### src/core/cafl_pkg.sv
// cafl_pkg: register map, field positions and reset values of the counter array flags block
// assumes a 32-bit avalon-mm slave with word addressing in bytes
package cafl_pkg;
    localparam int CAFL_NMOD = 5;
    localparam int CAFL_AW = 8;
    localparam int CAFL_CW = 16;
    // register byte offsets
    localparam logic [7:0] CAFL_OFF_CTRL_STATUS = 8'h00;
    localparam logic [7:0] CAFL_OFF_MODE = 8'h04;
    localparam logic [7:0] CAFL_OFF_MOD_MODE0 = 8'h08;
    localparam logic [7:0] CAFL_OFF_CAPCMP0 = 8'h1C;
    localparam logic [7:0] CAFL_OFF_COUNT = 8'h30;
    localparam logic [7:0] CAFL_OFF_IRQ_STATUS = 8'h34;
    localparam logic [7:0] CAFL_OFF_IRQ_MASK = 8'h38;
    // control/status fields
    localparam int CAFL_BIT_OVF = 7;
    localparam int CAFL_BIT_RUN = 6;
    localparam int CAFL_BIT_RSVD = 5;
    // mode register fields
    localparam int CAFL_BIT_OVF_IE = 0;
    // module mode fields
    localparam int CAFL_BIT_RISE_CAP = 5;
    localparam int CAFL_BIT_MATCH = 3;
    localparam int CAFL_BIT_EV_IE = 0;
    // reset values
    localparam logic [7:0] CAFL_RST_CTRL = 8'h00;
    localparam logic [7:0] CAFL_RST_MODE = 8'h00;
    localparam logic [7:0] CAFL_RST_MOD_MODE = 8'h00;
    localparam logic [5:0] CAFL_RST_IRQ = 6'h00;
    localparam logic [CAFL_CW-1:0] CAFL_RST_COUNT = 16'h0000;
    localparam logic [CAFL_CW-1:0] CAFL_COUNT_MAX = 16'hFFFF;
    // reserved bit reads as this constant
    localparam logic CAFL_RSVD_READ = 1'b0;
    typedef enum logic [1:0] {
        CAFL_BUS_IDLE = 2'b01,
        CAFL_BUS_ACK = 2'b10
    } cafl_bus_t;
endpackage : cafl_pkg

### src/core/cafl_event_module.sv
// cafl_event_module: one compare/capture module, raises a one-cycle event
// assumes the io pin is synchronous to clk
`timescale 1ns/1ps
module cafl_event_module
    import cafl_pkg::*;
(
    input wire logic clk,
    input wire logic arst_n,
    input wire logic match_mode,
    input wire logic rise_capture_en,
    input wire logic [cafl_pkg::CAFL_CW-1:0] count,
    input wire logic [cafl_pkg::CAFL_CW-1:0] compare_value,
    input wire logic count_step,
    input wire logic module_io_pin,
    output logic event_pulse
);
    logic pin_q;
    logic pin_d;

    always_comb begin
        pin_d = module_io_pin;
    end

    always_ff @(posedge clk or negedge arst_n) begin
        if (!arst_n) begin
            pin_q <= 1'b0;
        end else begin
            pin_q <= pin_d;
        end
    end

    // match on the count just reached, capture on rising pin edge
    always_comb begin
        event_pulse = (match_mode && count_step && (count == compare_value))
            || (rise_capture_en && module_io_pin && !pin_q);
    end
endmodule : cafl_event_module

### src/core/cafl_top.sv
// cafl_top: run control, overflow and module event flags of a five-module counter array
// assumes an avalon-mm master with waitrequest on clk; io pins synchronous to clk
//
// The address map and the Avalon-MM slave port were decided locally.
`timescale 1ns/1ps

// Behaviour
// overflow sets flag; only software clears
// counter runs only while run bit set
// run bit clear halts, count held
// software writes zero to reserved bit
// reserved bit reads a constant
// module event flag sticky until software clears
// overflow flag interrupts when enabled
// module flag interrupts when enabled
// match mode equality sets event flag; code sets it only while run bit set
// rising pin edge capture sets flag
module cafl_top
    import cafl_pkg::*;
(
    input wire logic clk,
    input wire logic arst_n,
    input wire logic [cafl_pkg::CAFL_AW-1:0] avs_address,
    input wire logic avs_read,
    input wire logic avs_write,
    input wire logic [31:0] avs_writedata,
    input wire logic [3:0] avs_byteenable,
    output logic [31:0] avs_readdata,
    output logic avs_waitrequest,
    input wire logic [cafl_pkg::CAFL_NMOD-1:0] module_io_pin,
    output logic [cafl_pkg::CAFL_CW-1:0] count_out,
    output logic counter_irq,
    output logic irq
);
    import cafl_pkg::*;

    ////////////////////////////////////////////////////////////////////////////////
    // registers
    logic run_q, run_d;
    logic ovf_q, ovf_d;
    logic [CAFL_NMOD-1:0] evf_q, evf_d;
    logic [7:0] mode_q, mode_d;
    logic [7:0] mmode_q [CAFL_NMOD];
    logic [7:0] mmode_d [CAFL_NMOD];
    logic [CAFL_CW-1:0] cmp_q [CAFL_NMOD];
    logic [CAFL_CW-1:0] cmp_d [CAFL_NMOD];
    logic [CAFL_CW-1:0] cnt_q, cnt_d;
    logic [5:0] ists_q, ists_d;
    logic [5:0] imsk_q, imsk_d;
    logic [31:0] rdata_q, rdata_d;
    cafl_bus_t bus_q, bus_d;
    logic [CAFL_NMOD-1:0] ev_pulse;
    logic ovf_pulse;
    logic wr_en;
    logic rd_en;
    logic take;
    logic accept;
    logic wr_ctrl;
    logic wr_mode;
    logic wr_cnt;
    logic wr_ists;
    logic wr_imsk;
    logic [CAFL_NMOD-1:0] wr_mmode;
    logic [CAFL_NMOD-1:0] wr_cmp;

    function automatic logic [CAFL_CW-1:0] cw_merge(input logic [CAFL_CW-1:0] old,
                                                    input logic [31:0] wd,
                                                    input logic [3:0] be);
        logic [CAFL_CW-1:0] r;
        r = old;
        if (be[0]) r[7:0] = wd[7:0];
        if (be[1]) r[15:8] = wd[15:8];
        return r;
    endfunction : cw_merge

    // byte offset of register idx in a per-module bank
    function automatic logic [CAFL_AW-1:0] mod_offset(input logic [CAFL_AW-1:0] base,
                                                      input int idx);
        return base + CAFL_AW'(4 * idx);
    endfunction : mod_offset

    // true when addr selects register idx of a per-module bank
    function automatic logic mod_hit(input logic [CAFL_AW-1:0] addr,
                                     input logic [CAFL_AW-1:0] base,
                                     input int idx);
        return addr == mod_offset(base, idx);
    endfunction : mod_hit

    ////////////////////////////////////////////////////////////////////////////////
    // counter and events
    always_comb begin
        ovf_pulse = run_q && (cnt_q == CAFL_COUNT_MAX);
    end

    for (genvar i = 0; i < CAFL_NMOD; i++) begin : g_mod
        cafl_event_module u_mod (
            .clk(clk),
            .arst_n(arst_n),
            .match_mode(mmode_q[i][CAFL_BIT_MATCH]),
            .rise_capture_en(mmode_q[i][CAFL_BIT_RISE_CAP]),
            .count(cnt_q),
            .compare_value(cmp_q[i]),
            .count_step(run_q),
            .module_io_pin(module_io_pin[i]),
            .event_pulse(ev_pulse[i])
        );
    end

    ////////////////////////////////////////////////////////////////////////////////
    // bus handshake: taken when idle, accepted one cycle later
    always_comb begin
        take = 1'b0;
        accept = 1'b0;
        bus_d = bus_q;
        case (bus_q)
            CAFL_BUS_IDLE: begin
                take = avs_read || avs_write;
                if (take) begin
                    bus_d = CAFL_BUS_ACK;
                end
            end
            CAFL_BUS_ACK: begin
                accept = avs_read || avs_write;
                bus_d = CAFL_BUS_IDLE;
            end
            default: begin
                bus_d = CAFL_BUS_IDLE;
            end
        endcase
        // writes land on the accepting edge, read data is latched on the taking edge
        wr_en = accept && avs_write;
        rd_en = take && avs_read;
    end

    always_ff @(posedge clk or negedge arst_n) begin
        if (!arst_n) begin
            bus_q <= CAFL_BUS_IDLE;
        end else begin
            bus_q <= bus_d;
        end
    end

    ////////////////////////////////////////////////////////////////////////////////
    // write decode
    always_comb begin
        wr_ctrl = wr_en && avs_byteenable[0] && (avs_address == CAFL_OFF_CTRL_STATUS);
        wr_mode = wr_en && avs_byteenable[0] && (avs_address == CAFL_OFF_MODE);
        wr_ists = wr_en && avs_byteenable[0] && (avs_address == CAFL_OFF_IRQ_STATUS);
        wr_imsk = wr_en && avs_byteenable[0] && (avs_address == CAFL_OFF_IRQ_MASK);
        wr_cnt = wr_en && (avs_address == CAFL_OFF_COUNT);
        for (int i = 0; i < CAFL_NMOD; i++) begin
            wr_mmode[i] = wr_en && avs_byteenable[0]
                && mod_hit(avs_address, CAFL_OFF_MOD_MODE0, i);
            wr_cmp[i] = wr_en && mod_hit(avs_address, CAFL_OFF_CAPCMP0, i);
        end
    end

    ////////////////////////////////////////////////////////////////////////////////
    // counter
    always_comb begin
        cnt_d = cnt_q;
        if (run_q) begin
            cnt_d = cnt_q + 1'b1;
        end
        if (wr_cnt) begin
            cnt_d = cw_merge(cnt_q, avs_writedata, avs_byteenable);
        end
    end

    always_ff @(posedge clk or negedge arst_n) begin
        if (!arst_n) begin
            cnt_q <= CAFL_RST_COUNT;
        end else begin
            cnt_q <= cnt_d;
        end
    end

    ////////////////////////////////////////////////////////////////////////////////
    // run control and flags
    always_comb begin
        run_d = run_q;
        ovf_d = ovf_q;
        evf_d = evf_q;
        if (wr_ctrl) begin
            run_d = avs_writedata[CAFL_BIT_RUN];
            ovf_d = avs_writedata[CAFL_BIT_OVF];
            evf_d = avs_writedata[CAFL_NMOD-1:0];
        end
        // hardware sets win over software clears
        if (ovf_pulse) begin
            ovf_d = 1'b1;
        end
        evf_d = evf_d | ev_pulse;
    end

    always_ff @(posedge clk or negedge arst_n) begin
        if (!arst_n) begin
            run_q <= CAFL_RST_CTRL[CAFL_BIT_RUN];
            ovf_q <= CAFL_RST_CTRL[CAFL_BIT_OVF];
            evf_q <= CAFL_RST_CTRL[CAFL_NMOD-1:0];
        end else begin
            run_q <= run_d;
            ovf_q <= ovf_d;
            evf_q <= evf_d;
        end
    end

    ////////////////////////////////////////////////////////////////////////////////
    // mode registers
    always_comb begin
        mode_d = mode_q;
        mmode_d = mmode_q;
        if (wr_mode) begin
            mode_d = avs_writedata[7:0];
        end
        for (int i = 0; i < CAFL_NMOD; i++) begin
            if (wr_mmode[i]) begin
                mmode_d[i] = avs_writedata[7:0];
            end
        end
    end

    always_ff @(posedge clk or negedge arst_n) begin
        if (!arst_n) begin
            mode_q <= CAFL_RST_MODE;
            for (int i = 0; i < CAFL_NMOD; i++) begin
                mmode_q[i] <= CAFL_RST_MOD_MODE;
            end
        end else begin
            mode_q <= mode_d;
            mmode_q <= mmode_d;
        end
    end

    ////////////////////////////////////////////////////////////////////////////////
    // compare values
    always_comb begin
        cmp_d = cmp_q;
        for (int i = 0; i < CAFL_NMOD; i++) begin
            if (wr_cmp[i]) begin
                cmp_d[i] = cw_merge(cmp_q[i], avs_writedata, avs_byteenable);
            end
        end
    end

    always_ff @(posedge clk or negedge arst_n) begin
        if (!arst_n) begin
            for (int i = 0; i < CAFL_NMOD; i++) begin
                cmp_q[i] <= CAFL_RST_COUNT;
            end
        end else begin
            cmp_q <= cmp_d;
        end
    end

    ////////////////////////////////////////////////////////////////////////////////
    // interrupt status and mask
    always_comb begin
        ists_d = ists_q;
        imsk_d = imsk_q;
        if (wr_ists) begin
            ists_d = ists_q & ~avs_writedata[5:0];
        end
        if (wr_imsk) begin
            imsk_d = avs_writedata[5:0];
        end
        // a new event wins over a clear in the same cycle
        ists_d = ists_d | {ovf_pulse, ev_pulse};
    end

    always_ff @(posedge clk or negedge arst_n) begin
        if (!arst_n) begin
            ists_q <= CAFL_RST_IRQ;
            imsk_q <= CAFL_RST_IRQ;
        end else begin
            ists_q <= ists_d;
            imsk_q <= imsk_d;
        end
    end

    ////////////////////////////////////////////////////////////////////////////////
    // read data
    always_comb begin
        rdata_d = rdata_q;
        if (rd_en) begin
            case (avs_address)
                CAFL_OFF_CTRL_STATUS: rdata_d = {24'h000000, ovf_q, run_q,
                                                 CAFL_RSVD_READ, evf_q};
                CAFL_OFF_MODE: rdata_d = {24'h000000, mode_q};
                CAFL_OFF_COUNT: rdata_d = {16'h0000, cnt_q};
                CAFL_OFF_IRQ_STATUS: rdata_d = {26'h0000000, ists_q};
                CAFL_OFF_IRQ_MASK: rdata_d = {26'h0000000, imsk_q};
                default: begin
                    rdata_d = 32'h00000000;
                    for (int i = 0; i < CAFL_NMOD; i++) begin
                        if (mod_hit(avs_address, CAFL_OFF_MOD_MODE0, i)) begin
                            rdata_d = {24'h000000, mmode_q[i]};
                        end
                        if (mod_hit(avs_address, CAFL_OFF_CAPCMP0, i)) begin
                            rdata_d = {16'h0000, cmp_q[i]};
                        end
                    end
                end
            endcase
        end
    end

    always_ff @(posedge clk or negedge arst_n) begin
        if (!arst_n) begin
            rdata_q <= 32'h00000000;
        end else begin
            rdata_q <= rdata_d;
        end
    end

    ////////////////////////////////////////////////////////////////////////////////
    // outputs
    always_comb begin
        logic req;
        req = ovf_q && mode_q[CAFL_BIT_OVF_IE];
        for (int i = 0; i < CAFL_NMOD; i++) begin
            req = req || (evf_q[i] && mmode_q[i][CAFL_BIT_EV_IE]);
        end
        counter_irq = req;
        irq = |(ists_q & imsk_q);
        avs_waitrequest = (avs_read || avs_write) && (bus_q != CAFL_BUS_ACK);
        avs_readdata = rdata_q;
        count_out = cnt_q;
    end
endmodule : cafl_top

### config.mk
export PLATFORM = sky130hd
export DESIGN_NAME = cafl_top
export DESIGN_NICKNAME = d
export VERILOG_FILES = /design/src/core/cafl_pkg.sv /design/src/core/cafl_event_module.sv /design/src/core/cafl_top.sv
export SDC_FILE = /design/constraint.sdc
export NUM_CORES = 1
export LEC_CHECK = 0
export BUFFER_PORTS_ARGS = -buffer_cell sky130_fd_sc_hd__buf_4
export CAP_MARGIN = 20
export CORE_MARGIN = 4
export CORE_UTILIZATION = 46
export CTS_CLUSTER_DIAMETER = 30
export DETAILED_ROUTE_END_ITERATION = 12
export GPL_TIMING_DRIVEN = 0
export SYNTH_ARGS = -nofsm -noshare
export SYNTH_HDL_FRONTEND = slang
export SYNTH_SLANG_ARGS = --single-unit
### constraint.sdc
create_clock -name clk -period 2.8 [get_ports clk]
set_input_delay 0.28 -clock clk [delete_from_list [all_inputs] [get_ports clk]]
set_output_delay 0.28 -clock clk [all_outputs]
set_load 0.01 [all_outputs]
# Yosys cells after proc, flatten, opt, wreduce, memory -nomap -nowiden
# Index checks and enable logic that the tools add are counted.
[op_classes]
addsub = 1
n_bitwise = 5
mux = 23
n_reduce_logical = 78
n_eq_ne = 26
[ops]
columns = ["cell", "n"]
rows = [
  ["32-bit two-way mux", 9],
  ["32-bit case mux with 5 select lines", 1],
  ["16-bit equality test", 5],
  ["8-bit by 6-bit equality test with 1-bit output, second input constant", 7],
  ["1-bit logical AND", 46],
  ["8-bit by 5-bit equality test with 1-bit output, second input constant", 4],
  ["16-bit two-way mux", 2],
  ["8-bit two-way mux", 3],
  ["2-bit AND reduction", 12],
  ["16-bit by 1-bit adder with 16-bit output, second input constant", 1],
  ["16-bit equality test, second input constant", 1],
  ["8-bit by 4-bit equality test with 1-bit output, second input constant", 2],
  ["6-bit AND", 2],
  ["1-bit logical OR", 11],
  ["8-bit by 3-bit equality test with 1-bit output, second input constant", 1],
  ["8-bit logical NOT", 1],
  ["2-bit inequality test, second input constant", 4],
  ["6-bit two-way mux", 1],
  ["6-bit NOT", 1],
  ["6-bit OR", 1],
  ["6-bit OR reduction", 1],
  ["1-bit logical NOT", 5],
  ["5-bit two-way mux", 1],
  ["5-bit OR", 1],
  ["5 further kinds", 10],
]
[word_totals]
ff_bits = 202
wordCells = 163
output_inout_bits = 51
inputBits = 53

# Logic depth before layout (Yosys ltp)
# Gate-level depths: netlist of the first run.
[logic_depth]
depth_word = 12
depth_mapped = 8

# Cells and area by module
# A second synthesis of the first run with hierarchy kept.
[hier_totals]
cells_unflattened = 934
hier_area_um2 = 10256.1
[by_module_without_submodules]
columns = ["module", "instances", "area_per_inst_um2", "cells_each", "seq_area_each_um2"]
rows = [
  ["cafl_top", 1, 9167.5, 809, 4530.6],
  ["cafl_event_module", 5, 217.7, 25, 25.0],
]

# Least setup slack after synthesis of the first run
# OpenSTA, ideal clock, no wires.
[synth_path]
path_type = "input-to-reg"
startpoint = "input port avs_address[1] (netlist bit)"
endpoint = "register evf_q[0]"
path_stages = 6
arrival_time_ns = 1.974
path_slack_ns = 0.695
path_cell_list = "buf_2 -> nor4_4 -> nand2_1 -> nor2_4 -> mux2_2 -> or3_1"
[synth_via]
elab_chain_cells = 4
[synth_lines]
columns = ["item", "line", "text"]
rows = [
  ["start: declaration", "cafl_top.sv:23", "input wire logic [cafl_pkg::CAFL_AW-1:0] avs_address,"],
  ["8-bit logical NOT", "cafl_top.sv:146", "wr_ctrl = wr_en && avs_byteenable[0] && (avs_address == CAFL_OFF_CTRL_STATUS);"],
  ["1-bit logical AND", "cafl_top.sv:146", ""],
  ["5-bit two-way mux", "cafl_top.sv:184", "if (wr_ctrl) begin"],
  ["5-bit OR", "cafl_top.sv:193", "evf_d = evf_d | ev_pulse;"],
  ["via evf_d[0]", "cafl_top.sv:41", "logic [CAFL_NMOD-1:0] evf_q, evf_d;"],
  ["end signal: assignment", "cafl_top.sv:200", "evf_q <= CAFL_RST_CTRL[CAFL_NMOD-1:0];"],
  ["end signal: assignment", "cafl_top.sv:204", "evf_q <= evf_d;"],
  ["end: declaration", "cafl_top.sv:41", ""],
]
# The timed path passes the listed nets, and every way through them passes these cells.
# A chain may end at the register's enable or synchronous reset.

# Worst setup path in the final report of the first run
[layout_path]
startpoint = "register bus_q[0]"
endpoint = "register evf_q[2]"
[layout_via]
elab_chain_cells = 7
[layout_lines]
columns = ["item", "line", "text"]
rows = [
  ["start: declaration", "cafl_top.sv:51", "cafl_bus_t bus_q, bus_d;"],
  ["start signal: assignment", "cafl_top.sv:139", "bus_q <= bus_d;"],
  ["2-bit equality test", "cafl_top.sv:115", "case (bus_q)"],
  ["1-bit two-way mux", "cafl_top.sv:115", ""],
  ["1-bit logical AND", "cafl_top.sv:131", "wr_en = accept && avs_write;"],
  ["1-bit logical AND (2 in series)", "cafl_top.sv:146", ""],
  ["5-bit two-way mux", "cafl_top.sv:184", ""],
  ["5-bit OR", "cafl_top.sv:193", ""],
  ["via evf_d[2]", "cafl_top.sv:41", ""],
]
# The timed path passes the listed nets, and every way through them passes these cells.

==> results of run 1 <==
==> per-layer routing <==
| metal | wire length [um] | GRT usage [%] |
|---|---|---|
| met5 | 0 | 0 |
| met4 | 1040 | 8.19 |
| met3 | 3270 | 7.51 |
| met2 | 15100 | 41.8 |
| met1 | 15300 | 41.4 |
==> sequential cells by signal (all words and copies together) (netlist names) <==
name,cells
avs_readdata,16
bus_q,2
cmp_q,80
count_out,16
evf_q,5
g_mod.u_mod.pin_q,5
imsk_q,6
ists_q,6
mmode_q,40
mode_q,8
ovf_q,1
run_q,1
==> path summary, 6_finish.rpt <==
path	start	end	slack, ns	cells after the start
setup / recovery	bus_q[0]	evf_q[2]	0.19	6
hold / removal	avs_writedata[7]	cmp_q[23]	0.14	2
setup reg to reg	bus_q[0]	evf_q[2]	0.19	6
hold reg to reg	avs_readdata[8]	avs_readdata[8]	0.49	2
max in group asynchronous	arst_n	g_mod[2].u_mod.pin_q	1.45	3
min in group asynchronous	arst_n	count_out[10]	0.41	2
==> per-stage QoR <==
stage | area (sq um) | hold WS [ns]
2_1_floorplan | 10300 | -0.0156
3_3_place_gp | 11100 | 0.399
3_5_place_dp | 11200 | 0.328
4_1_cts | 11800 | 0.125
5_1_grt | 11800 | 0.123
6_report | 11800 | 0.135
==> final cells by class <==
class                           count  area (sq um)  share of cell area, %
Clock buffer                       20           457                   3.87
Timing Repair Buffer               72           581                   4.92
Clock inverter                     12           104                  0.880
Buffer                             86           429                   3.64
Tap cell                          280           350                   2.97
Multi-Input combinational cell    683          5210                   44.1
Inverter                            5          18.8                  0.159
Sequential cell                   186          4660                   39.4
==> where the power goes <==
| part | switching [W] | internal (W) |
|---|---|---|
| registers | 0.000221 | 0.00289 |
| clock network | 0.00117 | 0.00122 |
| logic | 0.00130 | 0.000817 |
==> timing repair <==
action                                  4_1_cts  5_1_grt
gates resized for setup                       0        1
hold buffers                                  6        0
setup buffers                                 0        0
hold endpoints to repair                     94        0
endpoints found under the setup margin        0        4
==> cells by family (layout without fill, tap and decap cells) <==
| kind of cell | count (synthesis) | after routing | share of synthesized area (%) |
|---|---|---|---|
| compound gates | 224 | 224 | 14.7 |
| xor+xnor | 81 | 81 | 6.92 |
| fa+ha+maj | 1 | 1 | 0.122 |
| buf+inv | 92 | 195 | 4.40 |
| flops | 186 | 186 | 45.4 |
| mux | 151 | 151 | 16.5 |
| other cells | 1 | 16 | 0.0366 |
| simple gates | 210 | 210 | 11.9 |
==> synth_stat cells (6+ instances only) <==
library cell | instances | area share, %
nor4_1 | 18 | 1.1
xnor2_1 | 60 | 5.1
a21o_1 | 6 | 0.44
a2bb2oi_1 | 15 | 1.3
nor2_2 | 8 | 0.49
xor2_1 | 21 | 1.8
o211ai_1 | 9 | 0.66
mux2i_1 | 12 | 1.2
clkbuf_1 | 40 | 1.5
a21oi_1 | 50 | 2.4
and3_1 | 11 | 0.67
nor2_1 | 29 | 1.1
buf_2 | 24 | 1.2
nand2_1 | 53 | 1.9
a22oi_1 | 35 | 2.6
o22ai_1 | 20 | 1.2
or3_1 | 6 | 0.37
o21ai_0 | 39 | 1.9
dfrtp_1 | 185 | 45
nand4_1 | 18 | 1.1
mux2_2 | 138 | 15
buf_4 | 18 | 1.3
a32oi_1 | 11 | 0.94
nand3_1 | 27 | 1.3
o2bb2ai_1 | 6 | 0.51
==> critical path, stage by stage (launching register included) <==
cell and delay, ns:
dfstp_2 0.39, and4b_1 0.23, clkbuf_1 0.46, nand2_1 0.33
nor2_4 0.39, mux2_2 0.38, or3_1 0.30
==> flow_metrics.env, run 1 <==
export IMPL_grt_pass1_wl_mm=51.6
export IMPL_syn_area_per_cell_sq_um=10.8
export IMPL_cellPowerDensity_nw_per_um2=645
export IMPL_period_minus_slack_ns=2.61
export IMPL_mappedNetlistArea_sq_um=10300
export IMPL_tightest_slew_ns=0.903
export IMPL_drtAntennaViolNets=0
export IMPL_power_w=0.00761
export IMPL_gp_congestion=0.948
export IMPL_critPathMaxFanout=8
export IMPL_clk_latency_ns=0.44
export IMPL_ys_seq_area_share_pct=45.4
export IMPL_fin_setup_tns_ns=0
export IMPL_clk_path_buf_depth=2
export IMPL_end_kind="flip-flop"
export IMPL_dpl_worst_slack_ns=0.0759
export IMPL_finalHoldViolCount=0
export IMPL_drt_iter0_drc=854
export IMPL_track_usage_pct=28.4
export IMPL_slew_violations=0
export IMPL_io_buffers=64
export IMPL_grt_start_max_net_pins=97
export IMPL_insertedDiodeCount=0
export IMPL_vias=8365
export IMPL_hold_path_class="input pin to flip-flop"
export IMPL_vias_per_cell=6.22
export IMPL_clock_root_buffer="clkbuf_16"
export IMPL_layout_drive_gt1_share_pct=29.4
export IMPL_synth_cells=946
export IMPL_relSlewSlack_pct=39.8
export IMPL_worstPathArrival_ns=2.93
export IMPL_clock_skew_final_ns=0.00976
export IMPL_crit_type="flip-flop to flip-flop"
export IMPL_synth_edf_count=0
export IMPL_synth_top_flop_cell="dfrtp_1"
export IMPL_final_cell_mix="185 x dfrtp_1, 138 x mux2_2, 81 x buf_4"
export IMPL_nNetsFinal=1105
export IMPL_post_route_period_util_pct=93.2
export IMPL_ys_ff_latch=186
export IMPL_synth_cell_types=66
export IMPL_layout_commonest_cell="dfrtp_1"
export IMPL_drt_total_wl_mm=34.7
export IMPL_synth_async_reset_ratio_pct=100
export IMPL_antenna_found_initial=0
export IMPL_post_route_util_pct=53.9
export IMPL_yosysWarnings=0
export IMPL_design_die_area_sq_um=24700
export IMPL_die_y_um=157
export IMPL_instances_no_fill=1344
export IMPL_first_pass_iters=5
export IMPL_p_leak_nw=5.33
export IMPL_grt_overflow=0
export IMPL_cts_sinks=186
export IMPL_clk_pin_slew_ns=0.07
export IMPL_rsz0062_at_grt="false"
export IMPL_grt_pass1_vias=8017
export IMPL_cp_data_required_time_ns=3.12
export IMPL_ioPinCount=104
export IMPL_dp_cells=1306
export IMPL_dpl_hpwl_mm=25.9
export IMPL_setup_ws_ns=0.191
export IMPL_cts_buffers_inserted=17
export IMPL_synthToLayoutAreaGrowth_pct=15.1
export IMPL_cts_tree="done"
export IMPL_cts_max_level=4
export IMPL_start_util_pct=46.8
export IMPL_core_sq_um=21900
export IMPL_outcome="finished, final reports clean"
export IMPL_crit_path_start_kind="flip-flop"
export IMPL_setup_viol_count_final=0
export IMPL_fmax_ghz=0.383
export IMPL_n_fill_cell=1995
export IMPL_drv_cap=0
export IMPL_vdd_ir_drop_max_v=0.000356
export IMPL_wl_per_cell_um=25.8
export IMPL_drc=0
export IMPL_fp_row_count=54
export IMPL_die_w_um=157
Power figures use the tool's default switching activity.
==> run 2, diff against run 1 <==
--- a/config.mk
+++ b/config.mk
@@ -12,6 +12,8 @@
 export CTS_CLUSTER_DIAMETER = 30
 export DETAILED_ROUTE_END_ITERATION = 12
 export GPL_TIMING_DRIVEN = 0
+export PLACE_DENSITY = 0.67
+export REMOVE_ABC_BUFFERS = 1
 export SYNTH_ARGS = -nofsm -noshare
 export SYNTH_HDL_FRONTEND = slang
 export SYNTH_SLANG_ARGS = --single-unit
==> constraint.sdc (replaced) <==
create_clock -name clk -period 2.14 [get_ports clk]
set_input_delay 0.214 -clock clk [delete_from_list [all_inputs] [get_ports clk]]
set_output_delay 0.214 -clock clk [all_outputs]
set_load 0.01 [all_outputs]
==> flow_metrics.env, run 2 (synthesis results as in run 1) <==
export IMPL_clk_pin_slew_ns=0.07
export IMPL_drt_iter0_drc=935
export IMPL_nNetsFinal=1049
export IMPL_grt_start_max_net_pins=99
export IMPL_holdWs_ns=0.0916
export IMPL_outcome="finished, final reports clean"
export IMPL_wl_met2_mm=14.8
export IMPL_startpoint="avs_address[3]"
export IMPL_n_fill_cell=1956
export IMPL_fin_setup_tns_ns=0
export IMPL_cts_buffers_inserted=17
export IMPL_hold_path_class="input pin to flip-flop"
export IMPL_gp_congestion=0.948
export IMPL_grt_pass1_vias=8038
export IMPL_relSlewSlack_pct=43.5
export IMPL_largest_register="cmp_q"
export IMPL_finalHoldViolCount=0
export IMPL_period_minus_slack_ns=2.13
export IMPL_stdcell_area_sq_um=11900
export IMPL_clock_skew_final_ns=0.0126
export IMPL_first_pass_iters=5
export IMPL_reg2reg_to="evf_q[4]"
export IMPL_design_die_area_sq_um=24700
export IMPL_slew_violations=0
export IMPL_critPathMaxFanout=25
export IMPL_core_sq_um=21900
export IMPL_layout_drive_gt1_share_pct=32.3
export IMPL_reg2regPathDepth=5
export IMPL_crit_path_start_kind="input pin"
export IMPL_worstPathArrival_ns=2.44
export IMPL_crit_path_end="cmp_q[28]"
export IMPL_grt_overflow=0
export IMPL_rsz0062_at_grt="true"
export IMPL_vias_per_cell=6.43
export IMPL_final_cell_mix="174 x dfrtp_1, 138 x mux2_2, 84 x buf_4"
export IMPL_crit_type="input pin to flip-flop"
export IMPL_grt_pass1_wl_mm=49.3
export IMPL_setup_viol_count_final=0
export IMPL_synthToLayoutAreaGrowth_pct=15.6
export IMPL_instances_no_fill=1286
export IMPL_end_kind="flip-flop"
export IMPL_p_leak_nw=5.31
export IMPL_io_buffers=69
export IMPL_drtAntennaViolNets=0
export IMPL_place_area_sq_um=10900
export IMPL_cts_tree="done"
export IMPL_largest_reg_flops=80
export IMPL_r2r_slack_ns=0.04
export IMPL_start_util_pct=46.8
export IMPL_cts_max_level=4
export IMPL_track_usage_pct=26.6
export IMPL_drv_cap=0
export IMPL_clock_root_buffer="clkbuf_16"
export IMPL_r2r_start="count_out[13]"
export IMPL_post_route_period_util_pct=99.4
export IMPL_dpl_hpwl_mm=22.5
export IMPL_fmax_ghz=0.470
export IMPL_vias=8274
export IMPL_wl_per_cell_um=25.4
export IMPL_dp_cells=1233
export IMPL_drc=0
export IMPL_layout_commonest_cell="dfrtp_1"
export IMPL_insertedDiodeCount=0
export IMPL_die_y_um=157
export IMPL_cellPowerDensity_nw_per_um2=854
export IMPL_cts_sinks=186
export IMPL_ioPinCount=104
export IMPL_tightest_slew_ns=0.841
export IMPL_dr_max_layer_used="met4"
export IMPL_die_w_um=157
export IMPL_clk_path_buf_depth=2
export IMPL_fp_row_count=54
export IMPL_drt_total_wl_mm=32.6
export IMPL_vdd_ir_drop_max_v=0.000468
export IMPL_clk_latency_ns=0.43
export IMPL_met1_length_mm=13.4
export IMPL_reg_top3="cmp_q (80), mmode_q (40)"
export IMPL_cp_data_required_time_ns=2.45
export IMPL_dr_wl_met3_mm=2.83
export IMPL_antenna_found_initial=0
==> run 2: cell count changes in the layout (fill, tap and decap cells not counted), moves of 5 or more <==
| cell | change |
|---|---|
| buf_2 | -24 |
| clkbuf_1 | -40 |
| dfrtp_1 | -11 |
| dfrtp_2 | +9 |
| inv_6 | -5 |
| nor4_1 | -5 |
==> run 2: power by group <==
part	total (W)	internal [W]	switching (W)
clock network	0.00319	0.00181	0.00138
logic	0.00235	0.00109	0.00126
registers	0.00459	0.00381	0.000778
==> run 2: critical path: stages <==
cell and delay, ns:
buf_4 0.33, nor4b_4 0.49, buf_6 0.25, and2_1 0.38, nor2b_4 0.37, mux2_2 0.38
==> run 2: final cells by class <==
class,instances,area [sq um],share of cell area (%)
Multi-Input combinational cell,683,5370,45.3
Tap cell,280,350,2.96
Clock buffer,20,467,3.94
Timing Repair Buffer,102,860,7.25
Sequential cell,186,4670,39.4
Clock inverter,10,119,1.00
Inverter,5,18.8,0.158
==> run 2: worst min-delay path by stage <==
stage / start / endpoint / slack [ns] / depth (start not counted)
finish: avs_writedata[10] / cmp_q[10] / 0.09 / 2
CTS: avs_writedata[10] / cmp_q[10] / 0.08 / 2
floorplan: arst_n / avs_readdata[0] / -0.08 / 0
global route: avs_writedata[10] / cmp_q[26] / 0.09 / 2
detailed placement: arst_n / imsk_q[1] / 0.27 / 1
global placement: module_io_pin[3] / g_mod[3].u_mod.pin_q / 0.33 / 1
==> run 2: timing repair <==
| action | CTS | global route |
|---|---|---|
| endpoints found under the hold margin | 93 | 0 |
| resized for setup | 18 | 16 |
| setup endpoints to repair | 57 | 58 |
| pin swaps | 3 | 3 |
| setup buffers | 4 | 12 |
| hold buffers | 6 | 0 |
==> run 2: per-layer routing <==
metal | track usage, % | vias to the layer above
met5 | 0 | -
met4 | 12.6 | 0
met3 | 5.00 | 93
met2 | 40.5 | 462
met1 | 36.8 | 4141
li1 | - | 3578
==> run 2: through the flow <==
stage | setup slack (ns) | total power [W] | util (%)
3_3_place_gp | -3.01 | 0.00669 | 49.1
4_1_cts | 0.00445 | 0.0100 | 53.4
5_1_grt | -0.0421 | 0.0105 | 54.1
2_1_floorplan | -0.799 | 0.00550 | -
6_report | 0.0135 | 0.0101 | 54.1
3_5_place_dp | -0.711 | 0.00678 | 50.0
==> run 3, diff against run 2 <==
--- a/config.mk
+++ b/config.mk
@@ -7,6 +7,7 @@
 export LEC_CHECK = 0
 export BUFFER_PORTS_ARGS = -buffer_cell sky130_fd_sc_hd__buf_4
 export CAP_MARGIN = 20
+export CORE_ASPECT_RATIO = 1.75
 export CORE_MARGIN = 4
 export CORE_UTILIZATION = 46
 export CTS_CLUSTER_DIAMETER = 30
==> flow_metrics.env, run 3 (synthesis results as in run 1) <==
export IMPL_vdd_ir_drop_max_v=0.000549
export IMPL_reg_top3="cmp_q (80), mmode_q (40)"
export IMPL_synthToLayoutAreaGrowth_pct=15.7
export IMPL_clk_pin_slew_ns=0.07
export IMPL_power_frac_clock_pct=32.3
export IMPL_intPower_w=0.00668
export IMPL_drt_total_wl_mm=33.4
export IMPL_die_w_um=121
export IMPL_cts_buffers_inserted=17
export IMPL_cts_max_level=4
export IMPL_track_usage_pct=27.2
export IMPL_core_sq_um=22100
export IMPL_r2r_slack_ns=-0.03
export IMPL_power_w=0.0100
export IMPL_design_die_area_sq_um=24800
export IMPL_first_pass_iters=5
export IMPL_clk_path_buf_depth=2
export IMPL_p_leak_nw=5.27
export IMPL_power_frac_seq_pct=45.9
export IMPL_finalHoldViolCount=0
export IMPL_cts_tree="done"
export IMPL_insertedDiodeCount=0
export IMPL_path_cells="buf_4, nor4bb_4, nand2_2, nor2_2, mux2_2"
export IMPL_clock_root_buffer="clkbuf_16"
export IMPL_start_util_pct=46.5
export IMPL_crit_type="input pin to flip-flop"
export IMPL_grt_pass1_wl_mm=50.3
export IMPL_nNetsFinal=1043
export IMPL_drv_cap=0
export IMPL_p_sw_share_pct=33.4
export IMPL_max_stage_delay_ns=0.77
export IMPL_die_y_um=206
export IMPL_end_kind="flip-flop"
export IMPL_hold_end="cmp_q[9]"
export IMPL_outcome="complete, but fails checks"
export IMPL_cp_data_required_time_ns=2.48
export IMPL_slowest_stage="nor4bb_4"
export IMPL_fp_row_count=72
export IMPL_dpl_hpwl_mm=23.9
export IMPL_slew_violations=0
export IMPL_crit_path_start_kind="input pin"
export IMPL_vias_per_cell=6.24
export IMPL_p_switching_w=0.00335
export IMPL_n_fill_cell=1940
export IMPL_worstPathArrival_ns=2.55
export IMPL_critPathMaxFanout=28
export IMPL_r2r_start="bus_q[1]"
export IMPL_hold_path_class="input pin to flip-flop"
export IMPL_rsz0062_at_grt="true"
export IMPL_reg2regPathDepth=6
export IMPL_setup_viol_count_final=21
export IMPL_post_route_util_pct=53.8
export IMPL_largest_register="cmp_q"
export IMPL_layout_commonest_cell="dfrtp_1"
export IMPL_reg2reg_to="evf_q[4]"
export IMPL_clk_latency_ns=0.45
export IMPL_min_from="avs_writedata[9]"
export IMPL_period_minus_slack_ns=2.21
export IMPL_drc=0
export IMPL_post_route_period_util_pct=103
export IMPL_grt_overflow=0
export IMPL_tightest_slew_ns=0.885
export IMPL_drt_iter0_drc=676
export IMPL_cts_sinks=186
export IMPL_ioPinCount=104
export IMPL_antenna_found_initial=0
export IMPL_grt_start_max_net_pins=110
export IMPL_wl_per_cell_um=25.7
export IMPL_p_comb_share_pct=21.8
export IMPL_largest_reg_flops=80
export IMPL_cellPowerDensity_nw_per_um2=846
export IMPL_violations="setup timing"
export IMPL_fmax_ghz=0.453
export IMPL_io_buffers=69
export IMPL_gp_congestion=0.977
export IMPL_stdcell_area_sq_um=11900
export IMPL_final_cell_mix="177 x dfrtp_1, 138 x mux2_2, 76 x buf_4"
export IMPL_min_path_cells=2
export IMPL_drtAntennaViolNets=0
export IMPL_grt_pass1_vias=8226
export IMPL_relSlewSlack_pct=40.8
export IMPL_clock_skew_final_ns=0.0108
export IMPL_setup_ws_ns=-0.0652
export IMPL_place_area_sq_um=11000
export IMPL_vias=8099
export IMPL_layout_drive_gt1_share_pct=31.2
[run 3: critical path: cells and delay by family]
family,cells,cell delay [ns]
buffers and inverters,1,0.37
multiplexers,1,0.39
AND/OR/NAND/NOR,3,1.54
[run 3: metal layers]
metal  GRT usage [%]  share of wire, %
met1            31.2                37
met2            45.6                49
met3            4.90               5.8
met4            19.0               7.7
met5               0                 0
[run 3: metrics by stage]
step                      setup WS, ns  TNS, ns  instances  hold slack [ns]
after floorplan                 -0.799   -40.45        874          -0.0816
after global placement           -3.29  -348.32       1239            0.334
after detailed placement        -0.789   -54.45       1248            0.245
after CTS                     -0.00618  -0.0107       1294           0.0387
after global routing            -0.102    -1.91       1298           0.0419
final                          -0.0652    -1.10       1298           0.0614
[run 3: how the worst max path moves through the flow]
stage               slack (ns)            from      endpoint  cells after the start
floorplan                -0.80  avs_address[3]     cmp_q[10]                      4
global placement         -3.29  avs_address[2]      cmp_q[7]                      5
detailed placement       -0.79  avs_address[4]     cmp_q[29]                      6
CTS                     -0.006        bus_q[0]  count_out[0]                      5
global route             -0.10        bus_q[1]      evf_q[4]                      6
finish                   -0.07  avs_address[2]      cmp_q[1]                      5
[run 3: cell type report]
cell class	instances	area [sq um]	share of cell area, %
well taps	296	370	3.12
clock inverters	11	146	1.23
inverters	5	18.8	0.158
flip-flops and latches	186	4670	39.4
clock buffers	21	440	3.71
repair buffers	96	852	7.18
multi-input cells	683	5370	45.2
[run 3: what timing repair did]
item,4_1_cts,5_1_grt
buffers inserted,8,2
gates resized for setup,18,16
setup endpoints to repair,74,52
pin swaps,5,1
hold endpoints to repair,82,0
hold buffers,6,0
[run 3: power groups by stage]
| stage | combinational [W] | sequential, W | clock [W] |
|---|---|---|---|
| 2_1_floorplan | 0.00110 | 0.00439 | 0 |
| 3_3_place_gp | 0.00203 | 0.00463 | 0 |
| 3_5_place_dp | 0.00211 | 0.00462 | 0 |
| 4_1_cts | 0.00216 | 0.00457 | 0.00329 |
| 5_1_grt | 0.00236 | 0.00462 | 0.00343 |
| 6_report | 0.00218 | 0.00461 | 0.00324 |
